### config.mk
export PLATFORM = sky130hd
export DESIGN_NAME = adcacm_top
export DESIGN_NICKNAME = d
export VERILOG_FILES = /design/src/common/adcacm_pkg.sv /design/src/core/adcacm_period_timer.sv /design/src/core/adcacm_window_check.sv /design/src/core/adcacm_top.sv
export SDC_FILE = /design/constraint.sdc
export NUM_CORES = 1
export LEC_CHECK = 0
export BUFFER_PORTS_ARGS = -buffer_cell sky130_fd_sc_hd__buf_4
export CORE_MARGIN = 3
export CORE_UTILIZATION = 55
export DETAILED_ROUTE_END_ITERATION = 10
export PLACE_DENSITY = 0.88
export SLEW_MARGIN = 20
export SYNTH_ARGS = -nofsm -noshare
export SYNTH_HDL_FRONTEND = slang
export SYNTH_SLANG_ARGS = --single-unit
### constraint.sdc
create_clock -name clk -period 5.8 [get_ports clk]
set_input_delay 0.58 -clock clk [delete_from_list [all_inputs] [get_ports clk]]
set_output_delay 0.58 -clock clk [all_outputs]
set_load 0.05 [all_outputs]
### src/common/adcacm_pkg.sv
// Purpose: Shared constants for the auto-conversion monitor block.
// Assumes: 100 MHz system clock, APB register access.
// Notes:   Offsets are byte addresses of aligned 32-bit words.
`default_nettype none
package adcacm_pkg;
	// Register byte offsets
	localparam logic [7:0] OFF_CONV_CONTROL_A = 8'h00;
	localparam logic [7:0] OFF_CONV_CONTROL_B = 8'h04;
	localparam logic [7:0] OFF_RESULT_LOW     = 8'h08;
	localparam logic [7:0] OFF_RESULT_HIGH    = 8'h0c;
	localparam logic [7:0] OFF_AUTO_CTRL      = 8'h10;
	localparam logic [7:0] OFF_AUTO_EVT       = 8'h14;
	localparam logic [7:0] OFF_ULIM_LO        = 8'h18;
	localparam logic [7:0] OFF_ULIM_HI        = 8'h1c;
	localparam logic [7:0] OFF_LLIM_LO        = 8'h20;
	localparam logic [7:0] OFF_LLIM_HI        = 8'h24;
	// conv_control_a fields
	localparam int CA_START     = 7;
	localparam int CA_DONE_N    = 6;
	localparam int CA_POWER_OFF = 5;
	// conv_control_b fields
	localparam int CB_IRQ_FLAG  = 0;
	localparam int CB_IRQ_EN    = 1;
	localparam int CB_MFE       = 2;
	localparam int CB_GIE       = 3;
	// auto_conv_control fields
	localparam int AC_ENABLE    = 7;
	localparam int AC_FASTCLK   = 6;
	localparam int AC_OPAMP     = 5;
	localparam logic [7:0] AC_MASK  = 8'he3;
	localparam logic [7:0] EV_MASK  = 8'h73;
	localparam logic [7:0] NIB_MASK = 8'hf0;
	localparam logic [7:0] RST_BYTE = 8'h00;
	// Conversion timing in converter clocks
	localparam int SAMPLE_CLKS  = 4;
	localparam int CONVERT_CLKS = 12;
	localparam int TOTAL_CLKS   = SAMPLE_CLKS + CONVERT_CLKS;
	localparam int RESULT_BITS  = 12;
	// Auto period base time and cycles
	localparam int CLK_MHZ      = 100;
	localparam int PERIOD_MS    = 4;
	// Milliseconds to microseconds, then system cycles per microsecond
	localparam int PERIOD_CYC   = PERIOD_MS * 1000 * CLK_MHZ;
	// Converter sequencer states
	typedef enum logic [1:0] {
		ADCACM_IDLE   = 2'b00,
		ADCACM_ARMED  = 2'b01,
		ADCACM_SAMPLE = 2'b10,
		ADCACM_CONV   = 2'b11
	} adcacm_state_e;
endpackage
`default_nettype wire

### src/core/adcacm_period_timer.sv
// Purpose: Watchdog-style free counter raising a tick at the chosen period.
// Assumes: Period selects 1x, 2x, 4x, 8x the base count.
// Notes:   Tick is one cycle wide; counter restarts while disabled.
`default_nettype none
module adcacm_period_timer #(
	parameter int BASE_CYC = adcacm_pkg::PERIOD_CYC
) (
	input  wire logic       clk,
	input  wire logic       sys_rst,
	input  wire logic       run,
	input  wire logic [1:0] period_sel,
	output var  logic       tick
);
	typedef struct packed {
		logic [31:0] cnt; // Elapsed cycles
		logic        tick;
	} adcacm_tmr_s;
	adcacm_tmr_s st;
	adcacm_tmr_s next_st;
	logic [31:0] limit; // Terminal count
	// Doubling per select code keeps the 4/8/16/32 ms ladder exact
	always_comb begin
		limit = (32'(BASE_CYC) << period_sel) - 32'h1;
		next_st = st;
		next_st.tick = 1'b0;
		if (!run) begin
			next_st.cnt = 32'h0;
		end else if (st.cnt >= limit) begin
			next_st.cnt = 32'h0;
			next_st.tick = 1'b1;
		end else begin
			next_st.cnt = st.cnt + 32'h1;
		end
	end
	// State register
	always_ff @(posedge clk) begin
		if (sys_rst) begin
			st <= '0;
		end else begin
			st <= next_st;
		end
	end
	assign tick = st.tick;
endmodule
`default_nettype wire

### src/core/adcacm_window_check.sv
// Purpose: Compares a 12-bit result against a lower/upper window.
// Assumes: Limits are stable around the compare.
// Notes:   Registered output, one cycle after valid.
`default_nettype none
module adcacm_window_check #(
	parameter int W = adcacm_pkg::RESULT_BITS
) (
	input  wire logic         clk,
	input  wire logic         sys_rst,
	input  wire logic         valid,
	input  wire logic [W-1:0] value,
	input  wire logic [W-1:0] lower,
	input  wire logic [W-1:0] upper,
	output var  logic         outside
);
	typedef struct packed {
		logic outside;
	} adcacm_win_s;
	adcacm_win_s st;
	adcacm_win_s next_st;
	// Equal to a limit counts as inside
	always_comb begin
		next_st.outside = valid && ((value < lower) || (value > upper));
	end
	// State register
	always_ff @(posedge clk) begin
		if (sys_rst) begin
			st <= '0;
		end else begin
			st <= next_st;
		end
	end
	assign outside = st.outside;
endmodule
`default_nettype wire

### src/core/adcacm_top.sv
// Purpose: Converter control with auto-conversion window monitor.
// Assumes: APB slave, converter core supplies data when sampled.
// Notes:   Converter clock is the system clock divided by a parameter.
//          Writes commit on the first access edge; pready follows it.
//          A period tick that lands while a conversion runs is lost.
//          Timing outputs are active high, unlike their register bits.
// How it works
// Power-off bit switches converter circuitry off
// Result is unsigned 12-bit, full scale FFF
// Start pulse: rise resets, fall begins conversion
// Done flag readable and pollable in control A
// Result split into low and high registers
// Done sets irq flag; three enables gate it
// Bit 7 enables auto conversion, resets zero
// Period tick powers and starts a conversion
// Out-of-window auto results bump 3-bit counter
// Counter hits target: interrupt, clear counter
// Target codes mean 1, 2, 4, 7 events
// Auto path runs and wakes CPU when halted
// Bit 6 fast clock timing, 0 enables
// Bit 5 opamp timing, 0 enables
// Upper limit split high byte, high nibble
// Lower limit uses same split layout
// Conversion is 4 sample plus 12 convert clocks
// Done_n high while busy, low when valid
// Only strictly outside results count
// Unimplemented bits ignore writes, read zero
//
// Decided for this implementation: the register addresses and the APB slave port.
`default_nettype none
module adcacm_top #(
	parameter int ADCLK_DIV = 8,
	parameter int BASE_CYC  = adcacm_pkg::PERIOD_CYC
) (
	// System clock and synchronous reset
	input  wire logic        clk,
	input  wire logic        sys_rst,
	// APB register port
	input  wire logic        psel,
	input  wire logic        penable,
	input  wire logic        pwrite,
	input  wire logic [7:0]  paddr,
	input  wire logic [31:0] pwdata,
	output var  logic [31:0] prdata,
	output var  logic        pready,
	output var  logic        pslverr,
	// Converter core side
	input  wire logic [11:0] conv_data,
	// CPU state, for the wake request
	input  wire logic        cpu_halted,
	// Converter controls, interrupts and wake
	output var  logic        conv_powered,
	output var  logic        conv_sample,
	output var  logic        fastclk_turnon_timing,
	output var  logic        opamp_turnon_timing,
	output var  logic        conv_irq,
	output var  logic        auto_irq,
	output var  logic        cpu_wake
);
	typedef struct packed {
		// Bus answer
		logic [31:0] prdata;   // Registered read data
		logic        pready;   // Access-phase answer
		logic        pslverr;  // Unmapped access
		// Software control and status
		logic        start;    // Software start bit
		logic        power_off;
		logic        done_n;   // High while busy
		logic        irq_flag; // Conversion request flag
		logic        irq_en;
		logic        multi_func_irq_enable;
		logic        gie;
		// Result, auto-conversion and limit registers
		logic [11:0] result;
		logic [7:0]  auto_ctrl;
		logic [2:0]  evt_cnt;
		logic [1:0]  evt_tgt;
		logic [7:0]  ulim_hi;
		logic [3:0]  ulim_lo;
		logic [7:0]  llim_hi;
		logic [3:0]  llim_lo;
		// Sequencer bookkeeping
		adcacm_pkg::adcacm_state_e seq; // Converter sequencer
		logic [7:0]  div;      // Converter clock prescale
		logic [4:0]  clks;     // Converter clocks since sampling began
		logic        auto_run; // Current conversion is automatic
		logic        auto_pend;// Compare result pending
		// Registered outputs
		logic        auto_irq;
		logic        cpu_wake;
		logic        conv_irq;
		logic        sample;
		logic        powered;
		logic        fast_on;  // Fast clock timing active
		logic        opamp_on; // Amplifier timing active
	} adcacm_top_s;
	adcacm_top_s st;
	adcacm_top_s next_st;
	// Glue between the register file and the helpers
	logic        tick;      // Auto period elapsed
	logic        outside;   // Registered window result
	logic        cmp_valid; // Pulse to window checker
	logic [11:0] ulim;
	logic [11:0] llim;
	logic        wr;        // APB write in access phase
	logic        rd;
	logic [2:0]  tgt_cnt;   // Decoded event target
	logic        adclk;     // Converter clock enable pulse
	// Limits assembled from split registers
	// Nibble registers supply the low four bits of each limit
	assign ulim = {st.ulim_hi, st.ulim_lo};
	assign llim = {st.llim_hi, st.llim_lo};
	// Access phase decode; the answered cycle is masked so that an
	// access held over into it is not taken a second time
	assign wr = psel && penable && pwrite && !st.pready;
	assign rd = psel && penable && !pwrite && !st.pready;
	// One converter clock per wrap of the prescaler
	assign adclk = (st.div == 8'(ADCLK_DIV - 1));
	// Only automatic results reach the window, a cycle after the conversion completes
	assign cmp_valid = st.auto_pend;
	// Period counter runs regardless of CPU halt
	// Enable bit gates it; the period code picks the multiple
	// Counter is cleared while disabled, so each enable restarts it
	adcacm_period_timer #(
		.BASE_CYC   (BASE_CYC)
	) u_timer (
		.clk        (clk),
		.sys_rst    (sys_rst),
		.run        (st.auto_ctrl[adcacm_pkg::AC_ENABLE]),
		.period_sel (st.auto_ctrl[1:0]),
		.tick       (tick)
	);
	// Limit comparator for automatic results
	// Limits are taken as they stand when the result arrives
	adcacm_window_check #(
		.W       (adcacm_pkg::RESULT_BITS)
	) u_window (
		.clk     (clk),
		.sys_rst (sys_rst),
		.valid   (cmp_valid),
		.value   (st.result),
		.lower   (llim),
		.upper   (ulim),
		.outside (outside)
	);
	// Target code decode
	// Code 11 means seven: a 3-bit count never reaches eight
	always_comb begin
		unique case (st.evt_tgt)
			2'b00: tgt_cnt = 3'h1;
			2'b01: tgt_cnt = 3'h2;
			2'b10: tgt_cnt = 3'h4;
			2'b11: tgt_cnt = 3'h7;
		endcase
	end
	// Next-state logic: bus, sequencer and monitor
	always_comb begin
		next_st = st;
		// Bus answers and pulses last one cycle unless set again
		next_st.pready = 1'b0;
		next_st.pslverr = 1'b0;
		next_st.auto_pend = 1'b0;
		next_st.auto_irq = 1'b0;
		// Prescaler free-runs; the sequencer restarts it when sampling begins
		next_st.div = adclk ? 8'h0 : st.div + 8'h1;
		// APB write; masks drop unimplemented bits
		if (wr) begin
			next_st.pready = 1'b1;
			unique case (paddr)
				// Start and power bits; the done flag is read-only
				adcacm_pkg::OFF_CONV_CONTROL_A: begin
					next_st.start = pwdata[adcacm_pkg::CA_START];
					next_st.power_off = pwdata[adcacm_pkg::CA_POWER_OFF];
				end
				adcacm_pkg::OFF_CONV_CONTROL_B: begin
					// Software may clear the flag only
					// Writing one keeps a pending request
					if (!pwdata[adcacm_pkg::CB_IRQ_FLAG]) begin
						next_st.irq_flag = 1'b0;
					end
					next_st.irq_en = pwdata[adcacm_pkg::CB_IRQ_EN];
					next_st.multi_func_irq_enable = pwdata[adcacm_pkg::CB_MFE];
					next_st.gie = pwdata[adcacm_pkg::CB_GIE];
				end
				// Enable, timing bits and period code
				adcacm_pkg::OFF_AUTO_CTRL:
					next_st.auto_ctrl = pwdata[7:0] & adcacm_pkg::AC_MASK;
				// A write may preset the count; the hardware wins a tie
				adcacm_pkg::OFF_AUTO_EVT: begin
					next_st.evt_cnt = pwdata[6:4];
					next_st.evt_tgt = pwdata[1:0];
				end
				// Limit nibbles live in the top half of their byte
				adcacm_pkg::OFF_ULIM_LO: next_st.ulim_lo = pwdata[7:4];
				adcacm_pkg::OFF_ULIM_HI: next_st.ulim_hi = pwdata[7:0];
				adcacm_pkg::OFF_LLIM_LO: next_st.llim_lo = pwdata[7:4];
				adcacm_pkg::OFF_LLIM_HI: next_st.llim_hi = pwdata[7:0];
				adcacm_pkg::OFF_RESULT_LOW,
				adcacm_pkg::OFF_RESULT_HIGH: ; // Read-only, write ignored
				// Unmapped: error answer, nothing changes
				default: next_st.pslverr = 1'b1;
			endcase
		end
		// APB read; unused bits read zero
		if (rd) begin
			next_st.pready = 1'b1;
			next_st.prdata = 32'h0;
			unique case (paddr)
				// Live control and status bits
				adcacm_pkg::OFF_CONV_CONTROL_A: begin
					next_st.prdata[adcacm_pkg::CA_START] = st.start;
					next_st.prdata[adcacm_pkg::CA_DONE_N] = st.done_n;
					next_st.prdata[adcacm_pkg::CA_POWER_OFF] = st.power_off;
				end
				adcacm_pkg::OFF_CONV_CONTROL_B:
					next_st.prdata[3:0] = {st.gie, st.multi_func_irq_enable, st.irq_en,
						st.irq_flag};
				// Result: low nibble in bits 7..4, high byte whole
				adcacm_pkg::OFF_RESULT_LOW:
					next_st.prdata[7:0] = {st.result[3:0], 4'h0};
				adcacm_pkg::OFF_RESULT_HIGH:
					next_st.prdata[7:0] = st.result[11:4];
				// Auto registers read back only their implemented bits
				adcacm_pkg::OFF_AUTO_CTRL:
					next_st.prdata[7:0] = st.auto_ctrl;
				adcacm_pkg::OFF_AUTO_EVT:
					next_st.prdata[7:0] = {1'b0, st.evt_cnt, 2'b00,
						st.evt_tgt};
				// Limits read back as written, unused bits zero
				adcacm_pkg::OFF_ULIM_LO: next_st.prdata[7:0] = {st.ulim_lo, 4'h0};
				adcacm_pkg::OFF_ULIM_HI: next_st.prdata[7:0] = st.ulim_hi;
				adcacm_pkg::OFF_LLIM_LO: next_st.prdata[7:0] = {st.llim_lo, 4'h0};
				adcacm_pkg::OFF_LLIM_HI: next_st.prdata[7:0] = st.llim_hi;
				// Unmapped read: error answer, data zero
				default: next_st.pslverr = 1'b1;
			endcase
		end
		// Converter sequencer
		unique case (st.seq)
			// Idle: a manual start outranks a period tick
			// A tick that lands while busy is dropped, not queued
			adcacm_pkg::ADCACM_IDLE: begin
				if (st.start && !st.power_off) begin
					next_st.seq = adcacm_pkg::ADCACM_ARMED;
					next_st.done_n = 1'b1;
					next_st.auto_run = 1'b0;
				end else if (tick) begin
					// Auto path powers the core itself, even when halted
					next_st.seq = adcacm_pkg::ADCACM_SAMPLE;
					next_st.done_n = 1'b1;
					next_st.auto_run = 1'b1;
					next_st.clks = 5'h0;
					next_st.div = 8'h0;
				end
			end
			adcacm_pkg::ADCACM_ARMED: begin
				// Converter held in reset until start falls
				// Power-off while armed aborts through the check below
				if (!st.start) begin
					next_st.seq = adcacm_pkg::ADCACM_SAMPLE;
					next_st.clks = 5'h0;
					next_st.div = 8'h0;
				end
			end
			// Sample for four converter clocks; the core data is taken
			// on the last one, while the input is still connected
			adcacm_pkg::ADCACM_SAMPLE: begin
				if (adclk) begin
					next_st.clks = st.clks + 5'h1;
					if (st.clks == 5'(adcacm_pkg::SAMPLE_CLKS - 1)) begin
						next_st.seq = adcacm_pkg::ADCACM_CONV;
						next_st.result = conv_data;
					end
				end
			end
			// Twelve converter clocks, then completion is flagged
			adcacm_pkg::ADCACM_CONV: begin
				if (adclk) begin
					next_st.clks = st.clks + 5'h1;
					if (st.clks == 5'(adcacm_pkg::TOTAL_CLKS - 1)) begin
						next_st.seq = adcacm_pkg::ADCACM_IDLE;
						next_st.done_n = 1'b0;
						next_st.irq_flag = 1'b1;
						next_st.auto_pend = st.auto_run;
					end
				end
			end
		endcase
		// Power-off aborts any manual conversion
		// Automatic conversions are exempt so the monitor keeps going
		if (st.power_off && !st.auto_run &&
		    st.seq != adcacm_pkg::ADCACM_IDLE) begin
			next_st.seq = adcacm_pkg::ADCACM_IDLE;
			next_st.done_n = 1'b0;
		end
		// Event counter; hardware clear wins over software write
		// Compare the incremented count so target one fires at once
		if (outside) begin
			if (st.evt_cnt + 3'h1 == tgt_cnt) begin
				next_st.evt_cnt = 3'h0;
				next_st.auto_irq = 1'b1;
			end else begin
				next_st.evt_cnt = st.evt_cnt + 3'h1;
			end
		end
		// Outputs come from the next state so that they leave flops
		// Wake is pulsed only while the CPU is actually halted
		next_st.cpu_wake = next_st.auto_irq && cpu_halted;
		next_st.conv_irq = next_st.irq_flag && next_st.irq_en &&
			next_st.multi_func_irq_enable && next_st.gie;
		next_st.sample = (next_st.seq == adcacm_pkg::ADCACM_SAMPLE);
		// Powered while switched on, or for an automatic conversion
		next_st.powered = (!next_st.power_off) ||
			(next_st.seq != adcacm_pkg::ADCACM_IDLE && next_st.auto_run);
		// Timing bits are enables when low
		next_st.fast_on = !next_st.auto_ctrl[adcacm_pkg::AC_FASTCLK];
		next_st.opamp_on = !next_st.auto_ctrl[adcacm_pkg::AC_OPAMP];
	end
	// State register
	// Reset leaves the converter off, idle and both timings enabled
	always_ff @(posedge clk) begin
		if (sys_rst) begin
			st <= '0;
			st.power_off <= 1'b1;
			st.seq <= adcacm_pkg::ADCACM_IDLE;
			st.fast_on <= 1'b1;
			st.opamp_on <= 1'b1;
		end else begin
			st <= next_st;
		end
	end
	// Outputs straight from flops
	// Bus answer
	assign prdata = st.prdata;
	assign pready = st.pready;
	assign pslverr = st.pslverr;
	// Converter controls
	assign conv_powered = st.powered;
	assign conv_sample = st.sample;
	assign fastclk_turnon_timing = st.fast_on;
	assign opamp_turnon_timing = st.opamp_on;
	// Interrupt side
	assign conv_irq = st.conv_irq;
	assign auto_irq = st.auto_irq;
	assign cpu_wake = st.cpu_wake;
endmodule
`default_nettype wire

==> out/metrics.yaml, run 1 <==
run_status:
  status: "finished clean"
critical_path:
  cp-start-kind: "flip-flop"
  cpLargestDelayFamily: "compound AO/OA/AOI/OAI gates"
  cp_max_fo: 32
  worst_path_largest_cell_delay_ps: 660
  arrival_ps: 3740
  worstPathCellList: "inv_1, ha_1, inv_1, ha_1, a211oi_1, ha_1, a21oi_1, o21ai_0, a222oi_1, a211oi_4, buf_4, nor3_1"
  critPathBufInv: 3
  slowest_stage: "a222oi_1"
  cp.required_ps: 6130
  end_kind: "flip-flop"
  timing.critical_path.mode_cell: "ha_1"
  critPathKind: "reg2reg"
grt:
  grt_pass1_vias: 5705
  antenna_found_initial: 0
  grt_pass1_wl_um: 27200
  grt_max_degree: 73
  grt-ovfl-total: 0
  grt_util_all_layers_pct: 23.3
drt:
  wire_per_inst_um: 15.6
  initialDrtViolationCount: 597
  vias_per_cell: 5.70
  first_pass_iters: 8
  drc: 0
  num_vias: 6003
  finalWirelength_um: 16400
  postRouteAntennaNets: 0
yosys:
  synthTopCellsByCount: "dfxtp_1 (121), nor2_1 (75), nand2_1 (65)"
  synth_cell_types: 71
  yosys.area.top_type: "dfxtp_1"
  synth_top_cell_area_share_pct: 34.2
  syn_area_mm2: 0.00709
  async_flop_share_pct: 0
  yosys-top-cells-area: "dfxtp_1 (34%), ha_1 (11%), mux2i_1 (4.4%), nor2_1 (4.0%), a21oi_1 (4.0%)"
  postSynthAreaPerCell_um2: 8.47
  ys.flop_type: "dfxtp_1"
  synth_cells: 837
  yosysSeqAreaShare_pct: 34.2
  synth_edf_count: 0
  yosysMostFrequentCell: "dfxtp_1"
  synth_warnings: 0
  ys_seq_elements: 121
cts:
  cts_hold_buf: 0
  htreeDepth: 4
  cts_tree: "yes"
  cts_buffer_depth: 2
  worstSkewPairLatency_ps: 420
  cts_resized: 0
  cts_setup_buffers: 0
  cts_root_buf: "clkbuf_16"
  cts_buffers: 17
  clk_pin_slew_ps: 50
  cts.sinks: 121
pwr:
  irDropWorstVdd_v: 0.000226
  p_per_area_mw_per_mm2: 262
  p_leak_nw: 3.15
die:
  design.die.area_mm2: 0.0143
  die_w_um: 120
  start_util_pct: 57.6
  io_pins: 99
  rows: 40
  die_h_um: 120
  design.core.area_mm2: 0.0123
placement:
  port_buffers: 50
  place_area_mm2: 0.00741
  dp_hpwl_um: 11300
  place.gp.congestion: 0.930
timing:
  setup_tns_ps: 0
  setup_violations: 0
  hold_viol_final: 0
  layout_min_cycle_time_ps: 3410
  rsz0062_at_grt: "no"
  skew_ps: 6.91
  worst_pin_slew_ps: 861
  max-slew-margin-rel_pct: 42.4
  fin_crit_sh_pct: 58.8
  finalMaxSlewViolations: 0
  clock.fmax_mhz: 293
cells_and_area:
  area_growth_pct: 13.7
  nets: 993
  design_area_mm2: 0.00806
  drive_gt1_share_pct: 12.2
  antenna-diode-count: 0
  final_util_pct: 65.5
run:
  max-cap-violations: 0
min_path:
  hold_class: "in2reg"
[final timing paths]
kind                       startpoint                         to  slack, ps  cells after the start
setup / recovery  st[54]$_SDFFE_PP0P_  u_timer.st[13]$_SDFF_PP0_       2390                     12
hold / removal             cpu_halted        cpu_wake$_SDFF_PP0_        370                      2
setup reg to reg  st[54]$_SDFFE_PP0P_  u_timer.st[13]$_SDFF_PP0_       2390                     12
hold reg to reg   st[44]$_SDFFE_PP0P_        st[44]$_SDFFE_PP0P_        470                      2
[placed cells by master, fill, tap and decap left out, drive strengths merged, types with 31 or more instances in the layout]
cell / count
nor2: 75
nor3: 39
mux2i: 31
conb: 35
inv: 42
nand2: 65
dfxtp: 121
ha: 63
a21oi: 56
nand3: 49
buf: 54
[sequential cells by signal, summed over array words and instances (netlist names)]
name                   count
pready                     1
pslverr                    1
cmp_valid                  1
st                        57
llim                      12
u_timer.st                32
fastclk_turnon_timing      1
conv_powered               1
cpu_wake                   1
prdata                     8
conv_irq                   1
u_timer.tick               1
conv_sample                1
auto_irq                   1
u_window.outside           1
opamp_turnon_timing        1
[power breakdown]
group | switching (mW) | leakage (nW) | internal, mW
sequential | 0.00318 | 0.976 | 0.836
combinational | 0.0876 | 1.86 | 0.0295
clock | 0.383 | 0.319 | 0.776
[stage by stage]
stage | power, mW | worst slack [ps] | hold slack, ps | cells
2_1_floorplan | 0.950 | 3260 | 426 | 870
3_3_place_gp | 0.970 | 2760 | 446 | 1021
3_5_place_dp | 0.971 | 2660 | 462 | 1021
4_1_cts | 2.13 | 2400 | 359 | 1053
5_1_grt | 2.17 | 2160 | 368 | 1053
6_report | 2.12 | 2390 | 367 | 1053
[worst reg2reg max path, delay by kind of cell, from the launching register on]
family | cells | cell delay [ps]
buffers and inverters | 3 | 510
AND/OR/NAND/NOR | 1 | 250
AO/OA/AOI/OAI | 5 | 1410
adder cells (fa/ha/maj) | 3 | 770
flip-flops | 1 | 390
[kinds of logic after synthesis]
logic type / synth area share [%]
buf+inv: 8.34
other cells: 0.106
fa+ha+maj: 11.1
compound gates: 12.8
simple gates: 24.0
flops: 34.2
mux: 4.69
xor+xnor: 4.82
[routing by layer]
metal  GRT usage [%]  vias to the layer above  part of all wire, %
met3            5.61                       39                  6.0
li1                -                     2988                    -
met4            9.52                        0                  2.7
met1            28.5                     2785                   42
met5               0                        -                    0
met2            39.6                      191                   49
[area by class of cell]
class | count | area [um^2]
Multi-Input combinational cell | 636 | 4210
Timing Repair Buffer | 54 | 405
Fill cell | 1000 | 4250
Tap cell | 168 | 210
Sequential cell | 121 | 2420
Clock inverter | 10 | 163
Inverter | 42 | 158
Clock buffer | 22 | 494
No activity file was read; power rests on OpenSTA's default activity.
==> inputs of run 2 (changes only) <==
--- a/config.mk
+++ b/config.mk
@@ -5,6 +5,7 @@
 export SDC_FILE = /design/constraint.sdc
 export NUM_CORES = 1
 export LEC_CHECK = 0
+export ABC_AREA = 1
 export BUFFER_PORTS_ARGS = -buffer_cell sky130_fd_sc_hd__buf_4
 export CORE_MARGIN = 3
 export CORE_UTILIZATION = 55
==> constraint.sdc (replaced) <==
create_clock -name clk -period 3.4 [get_ports clk]
set_input_delay 0.34 -clock clk [delete_from_list [all_inputs] [get_ports clk]]
set_output_delay 0.34 -clock clk [all_outputs]
set_load 0.05 [all_outputs]
==> out/metrics.yaml, run 2 <==
drt:
  postRouteAntennaNets: 0  # unchanged
  num_vias: 6589  # +9.8%
  initialDrtViolationCount: 456  # -24%
  finalWirelength_um: 17000  # +3.4%
  first_pass_iters: 6  # -2
  vias_per_cell: 5.28  # -7.4%
  wire_per_inst_um: 13.6  # -13%
  drc: 0  # unchanged
cells_and_area:
  area_growth_pct: 14.3
  final_cell_mix: "nand2_1 (172), nor2_1 (154), inv_1 (141)"
  nets: 1188  # +20%
  antenna-diode-count: 0  # unchanged
  fillers: 1053  # +5.3%
  regMostFlops: "st"
  largest_reg_flops: 57  # unchanged
  design_area_mm2: 0.00812  # +0.68%
  layout_commonest_cell: "nand2_1"
  drive_gt1_share_pct: 9.81  # -2.4 points
  final_util_pct: 65.9  # +0.45 points
cts:
  cts_buffers: 17  # unchanged
  cts_root_buf: "clkbuf_16"
  cts_buffer_depth: 2  # unchanged
  cts_resized: 0  # unchanged
  cts_tree: "yes"
  worstSkewPairLatency_ps: 420  # about the same
  cts.sinks: 121  # unchanged
  cts_hold_buf: 0  # unchanged
  cts_setup_buffers: 0  # unchanged
  clk_pin_slew_ps: 50  # about the same
  htreeDepth: 4  # unchanged
grt:
  grt-ovfl-total: 0  # unchanged
  grt_pass1_vias: 6178  # +8.3%
  grt_util_all_layers_pct: 24.3  # +0.95 points
  grt_max_degree: 49  # -33%
  antenna_found_initial: 0  # unchanged
  grt_pass1_wl_um: 28200  # +3.8%
die:
  io_pins: 99  # unchanged
  design.core.area_mm2: 0.0123  # unchanged
  rows: 40  # unchanged
  start_util_pct: 57.7  # +0.091 points
  die_h_um: 120  # about the same
  design.die.area_mm2: 0.0143  # +0.15%
  die_w_um: 120  # about the same
critical_path:
  critPathLaunch: "st[54]$_SDFFE_PP0P_"
  worstPathCellList: "inv_1, ha_1, inv_1, ha_1, a211oi_1, ha_1, nand2_1, nor2_1, and2_1, nand2_1, nand3_1, nand2_1, nand3_2, buf_4, nor2_1"
  reg2reg_from: "st[54]$_SDFFE_PP0P_"
  cp_max_fo: 32  # unchanged
  rrSetupSlack_ps: 770  # -1620 ps
  cp-start-kind: "flip-flop"
  arrival_ps: 2990  # -750 ps
  slowest_stage: "dfxtp_1"
  end_kind: "flip-flop"
  r2r_cells: 15  # +3
  endpoint: "u_timer.st[10]$_SDFF_PP0_"
  cp.required_ps: 3750  # -2380 ps
  r2r-end: "u_timer.st[10]$_SDFF_PP0_"
  worst_path_largest_cell_delay_ps: 350  # -310 ps
  critPathKind: "reg2reg"
yosys:
  syn_area_mm2: 0.00710  # +0.16%
  async_flop_share_pct: 0  # unchanged
  ys.flop_type: "dfxtp_1"
  synth_cells: 1008  # +20%
  synth_top_cell_area_share_pct: 34.1  # -0.054 points
  yosysSeqAreaShare_pct: 34.1  # -0.054 points
  postSynthAreaPerCell_um2: 7.05  # -17%
  ys_seq_elements: 121  # unchanged
  yosys.area.top_type: "dfxtp_1"
  synth_warnings: 0  # unchanged
  synthTopCellsByCount: "nand2_1 (172), nor2_1 (154), inv_1 (141)"
  synth_edf_count: 0  # unchanged
  yosys-top-cells-area: "dfxtp_1 (34%), ha_1 (11%), nand2_1 (9.1%), nor2_1 (8.1%), inv_1 (7.4%)"
  yosysMostFrequentCell: "nand2_1"
  synth_cell_types: 36  # -49%
timing:
  skew_ps: 4.74  # -2.17 ps
  timing.final.ws_setup_ps: 768  # -1620 ps
  rsz0062_at_grt: "no"
  fin_crit_sh_pct: 77.4  # +19 points
  worst_pin_slew_ps: 646  # -215 ps
  finalMaxSlewViolations: 0  # unchanged
  setup_violations: 0  # unchanged
  hold_viol_final: 0  # unchanged
  max-slew-margin-rel_pct: 56.8  # +14 points
  clock.fmax_mhz: 380  # +29%
  layout_min_cycle_time_ps: 2630  # -776 ps
  setup_tns_ps: 0  # unchanged
min_path:
  hold_class: "in2reg"
placement:
  dpl_worst_slack_ps: 842  # -1810 ps
  place.gp.congestion: 0.927  # -0.35%
  port_buffers: 50  # unchanged
  place_area_mm2: 0.00752  # +1.5%
  dp_hpwl_um: 12600  # +11%
pwr:
  p_per_area_mw_per_mm2: 428  # +63%
  p_leak_nw: 3.43  # +9.0%
  irDropWorstVdd_v: 0.000351  # +56%
run_status:
  status: "finished clean"
run:
  max-cap-violations: 0  # unchanged
-- run 2: cell count changes in the layout (fill, tap and decap cells not counted), sizes merged, moves of 13 or more --
cell   delta
nor2     +91
mux2i    -31
xnor2    -13
o21ai    +40
inv     +102
nor3     -13
nand2   +110
a21oi    +15
-- run 2: metal layers --
| metal | GRT usage (%) | share of wire [%] |
|---|---|---|
| met1 | 30.4 | 43 |
| met2 | 40.8 | 47 |
| met3 | 5.84 | 6.9 |
| met5 | 0 | 0 |
| met4 | 8.88 | 2.4 |
-- run 2: critical path: cells and delay by family (launching register included) --
kind	cells	cell delay (ps)
AOI/OAI and AO/OA	1	240
and+or+nand+nor	8	750
buffers and inverters	3	500
adders and majority gates	3	710
DFF	1	350
-- run 2: per-stage QoR --
step                      power [mW]  hold WS, ps  cells
after floorplan                 1.64          407   1041
after global placement          1.68          431   1216
after detailed placement        1.68          454   1216
after CTS                       3.50          166   1248
after global routing            3.59          179   1248
final                           3.48          174   1248
-- run 2: final cells by class --
class	instances	area [um^2]	area share (%)
multi-input cells	727	3930	48.5
flip-flops and latches	121	2420	29.8
inverters	146	548	6.75
clock buffers	23	478	5.89
repair buffers	54	405	4.99
well taps	168	210	2.59
clock inverters	9	120	1.48
-- run 2: how the worst min path moves through the flow --
stage | start | cells past startpoint | endpoint | slack [ps]
after global placement | st[14]$_SDFF_PP0_ | 1 | st[14]$_SDFF_PP0_ | 430
final | conv_data[1] | 3 | st[62]$_SDFFE_PP0P_ | 170
after detailed placement | st[14]$_SDFF_PP0_ | 1 | st[14]$_SDFF_PP0_ | 450
after floorplan | cmp_valid$_SDFF_PP0_ | 2 | u_window.outside$_SDFF_PP0_ | 410
after CTS | conv_data[1] | 3 | st[62]$_SDFFE_PP0P_ | 170
after global routing | cpu_halted | 2 | cpu_wake$_SDFF_PP0_ | 180
-- run 2: kinds of logic (layout without fill, tap and decap cells) --
family,Yosys count,in the layout,synth area share [%]
and+or+nand+nor,435,435,26.3
AOI/OAI and AO/OA,159,159,11.8
other,2,35,0.106
buffers and inverters,193,232,12.3
adders and majority gates,63,63,11.1
DFF,121,121,34.1
xor gates and xnor gates,35,35,4.31
-- run 2: power breakdown --
| part | internal (mW) | switching [mW] | leakage, nW |
|---|---|---|---|
| logic | 0.0582 | 0.158 | 2.16 |
| clock network | 1.20 | 0.622 | 0.300 |
| registers | 1.43 | 0.00812 | 0.975 |
==> inputs of run 3 (changes only) <==
==> constraint.sdc (replaced) <==
create_clock -name clk -period 2.67 [get_ports clk]
set_input_delay 0.267 -clock clk [delete_from_list [all_inputs] [get_ports clk]]
set_output_delay 0.267 -clock clk [all_outputs]
set_load 0.05 [all_outputs]
==> out/metrics.yaml, run 3 (synthesized netlist as in run 2, its figures left out) <==
grt:
  grt_max_degree: 33  # -33%
  grt_pass1_wl_um: 28000  # -1.0%
  grt_util_all_layers_pct: 24.1  # -0.22 points
  antenna_found_initial: 0  # unchanged
  grt-ovfl-total: 0  # unchanged
  grt_pass1_vias: 6170  # -0.13%
min_path:
  hold_class: "in2reg"
  hold_end: "st[63]$_SDFFE_PP0P_"
  worstHoldStart: "conv_data[2]"
  hold_depth: 3  # unchanged
drt:
  postRouteAntennaNets: 0  # unchanged
  num_vias: 6548  # -0.62%
  wl_met3_um: 1130  # -3.3%
  first_pass_iters: 7  # +1
  finalWirelength_um: 17000  # -0.12%
  top_layer: "met4"
  wire_per_inst_um: 13.6  # about the same
  met1Wirelength_um: 7180  # -2.4%
  vias_per_cell: 5.26  # -0.46%
  drc: 0  # unchanged
  initialDrtViolationCount: 474  # +3.9%
  route.met2.wl_um: 8140  # +0.88%
die:
  design.die.area_mm2: 0.0143  # unchanged
  design.core.area_mm2: 0.0123  # unchanged
  die_h_um: 120  # unchanged
  io_pins: 99  # unchanged
  rows: 40  # unchanged
  start_util_pct: 57.7  # unchanged
  die_w_um: 120  # unchanged
critical_path:
  critPathKind: "reg2reg"
  cp-start-kind: "flip-flop"
  r2r-end: "u_timer.st[22]$_SDFF_PP0_"
  cp_max_fo: 32  # unchanged
  cp.required_ps: 3020  # -730 ps
  arrival_ps: 2820  # -170 ps
  rrSetupSlack_ps: 200  # -570 ps
  end_kind: "flip-flop"
  r2r_cells: 15  # unchanged
  reg2reg_from: "st[54]$_SDFFE_PP0P_"
timing:
  max-slew-margin-rel_pct: 58.4  # +1.6 points
  layout_min_cycle_time_ps: 2470  # -161 ps
  skew_ps: 8.10  # +3.37 ps
  finalMaxSlewViolations: 0  # unchanged
  hold_viol_final: 0  # unchanged
  hold_ws_ps: 104  # -70.4 ps
  clock.fmax_mhz: 405  # +6.5%
  fin_crit_sh_pct: 92.5  # +15 points
  timing.final.ws_setup_ps: 199  # -569 ps
  worst_pin_slew_ps: 622  # -24.1 ps
  setup_violations: 0  # unchanged
cells_and_area:
  regMostFlops: "st"
  layout_commonest_cell: "nand2_1"
  final_cell_mix: "nand2_1 (172), nor2_1 (154), inv_1 (139)"
  antenna-diode-count: 0  # unchanged
  final_util_pct: 65.5  # -0.42 points
  seq_area_mm2: 0.00242  # unchanged
  largest_reg_flops: 57  # unchanged
  nets: 1189  # +0.084%
  fin_cells: 1246  # -0.16%
  area_growth_pct: 13.5
  drive_gt1_share_pct: 9.83  # +0.018 points
  multiInputGateArea_mm2: 0.00394  # about the same
  fillers: 1057  # +0.38%
pwr:
  p_leak_nw: 3.41  # -0.80%
  p_per_area_mw_per_mm2: 516  # +20%
  irDropWorstVdd_v: 0.000398  # +13%
cts:
  clk_pin_slew_ps: 50  # about the same
  cts.sinks: 121  # unchanged
  cts_buffer_depth: 2  # unchanged
  cts_root_buf: "clkbuf_16"
  cts_hold_buf: 0  # unchanged
  htreeDepth: 4  # unchanged
  worstSkewPairLatency_ps: 420  # about the same
  cts_buffers: 17  # unchanged
  cts_tree: "yes"
placement:
  place.gp.congestion: 0.970  # +4.7%
  dpl_worst_slack_ps: 169  # -673 ps
  dp_cells: 1217  # +0.082%
  port_buffers: 50  # unchanged
  dp_hpwl_um: 12900  # +2.1%
run_status:
  status: "finished clean"
run:
  max-cap-violations: 0  # unchanged
## run 3: cell types whose count changed in the layout (fill, tap and decap cells not counted), sizes merged
cell    delta
clkinv     -3
bufinv     -3
clkbuf     +3
buf        +1
## run 3: worst max-delay path by stage
stage	slack, ps	endpoint	from	cells after the start
after floorplan	430	u_timer.st[1]$_SDFF_PP0_	st[54]$_SDFFE_PP0P_	15
after CTS	130	u_timer.st[22]$_SDFF_PP0_	st[54]$_SDFFE_PP0P_	15
after detailed placement	170	u_timer.st[21]$_SDFF_PP0_	st[54]$_SDFFE_PP0P_	15
after global routing	-10	u_timer.st[21]$_SDFF_PP0_	st[54]$_SDFFE_PP0P_	15
final	200	u_timer.st[22]$_SDFF_PP0_	st[54]$_SDFFE_PP0P_	15
after global placement	280	u_timer.st[28]$_SDFF_PP0_	st[54]$_SDFFE_PP0P_	15
## run 3: cell type report
cell class              count  share of cell area (%)
multi-input cells         727                    48.8
repair buffers             55                    5.27
clock buffers              26                    6.31
inverters                 146                    6.79
clock inverters             3                   0.186
well taps                 168                    2.61
flip-flops and latches    121                    30.0
## run 3: metrics by stage
step / area [um^2] / setup TNS [ps] / power (mW)
finish: 8070 / 0 / 4.16
global route: 8070 / -24.3 / 4.27
CTS: 8060 / 0 / 4.17
detailed placement: 7540 / 0 / 2.14
global placement: 7540 / 0 / 2.14
floorplan: 7230 / 0 / 2.09
## run 3: critical path, stage by stage (launching register included)
cell      delay, ps
dfxtp_1         370
inv_2           140
ha_2            210
inv_1            50
ha_1            180
a211oi_1        240
ha_1            280
nand2_1          80
nor2_1           50
and2_1          160
nand2_1          60
nand3_1          70
nand2_1         100
nand3_2         100
buf_12          190
nor2_1          120
## run 3: metal layers
layer,GRT usage (%),vias to the layer above
met5,0,-
met4,11.5,0
met3,4.24,54
met2,41.2,251
met1,29.3,2950
li1,-,3293
## run 3: power by group
part	leakage [nW]	switching [mW]	internal, mW	total [mW]
logic	2.17	0.201	0.0751	0.276
registers	0.975	0.0104	1.82	1.83
clock network	0.262	0.768	1.29	2.05
## run 3: timing repair
| action | in CTS | in global routing |
|---|---|---|
| setup buffers | 0 | 0 |
| gates resized for setup | 0 | 3 |
| endpoints found under the setup margin | 0 | 32 |
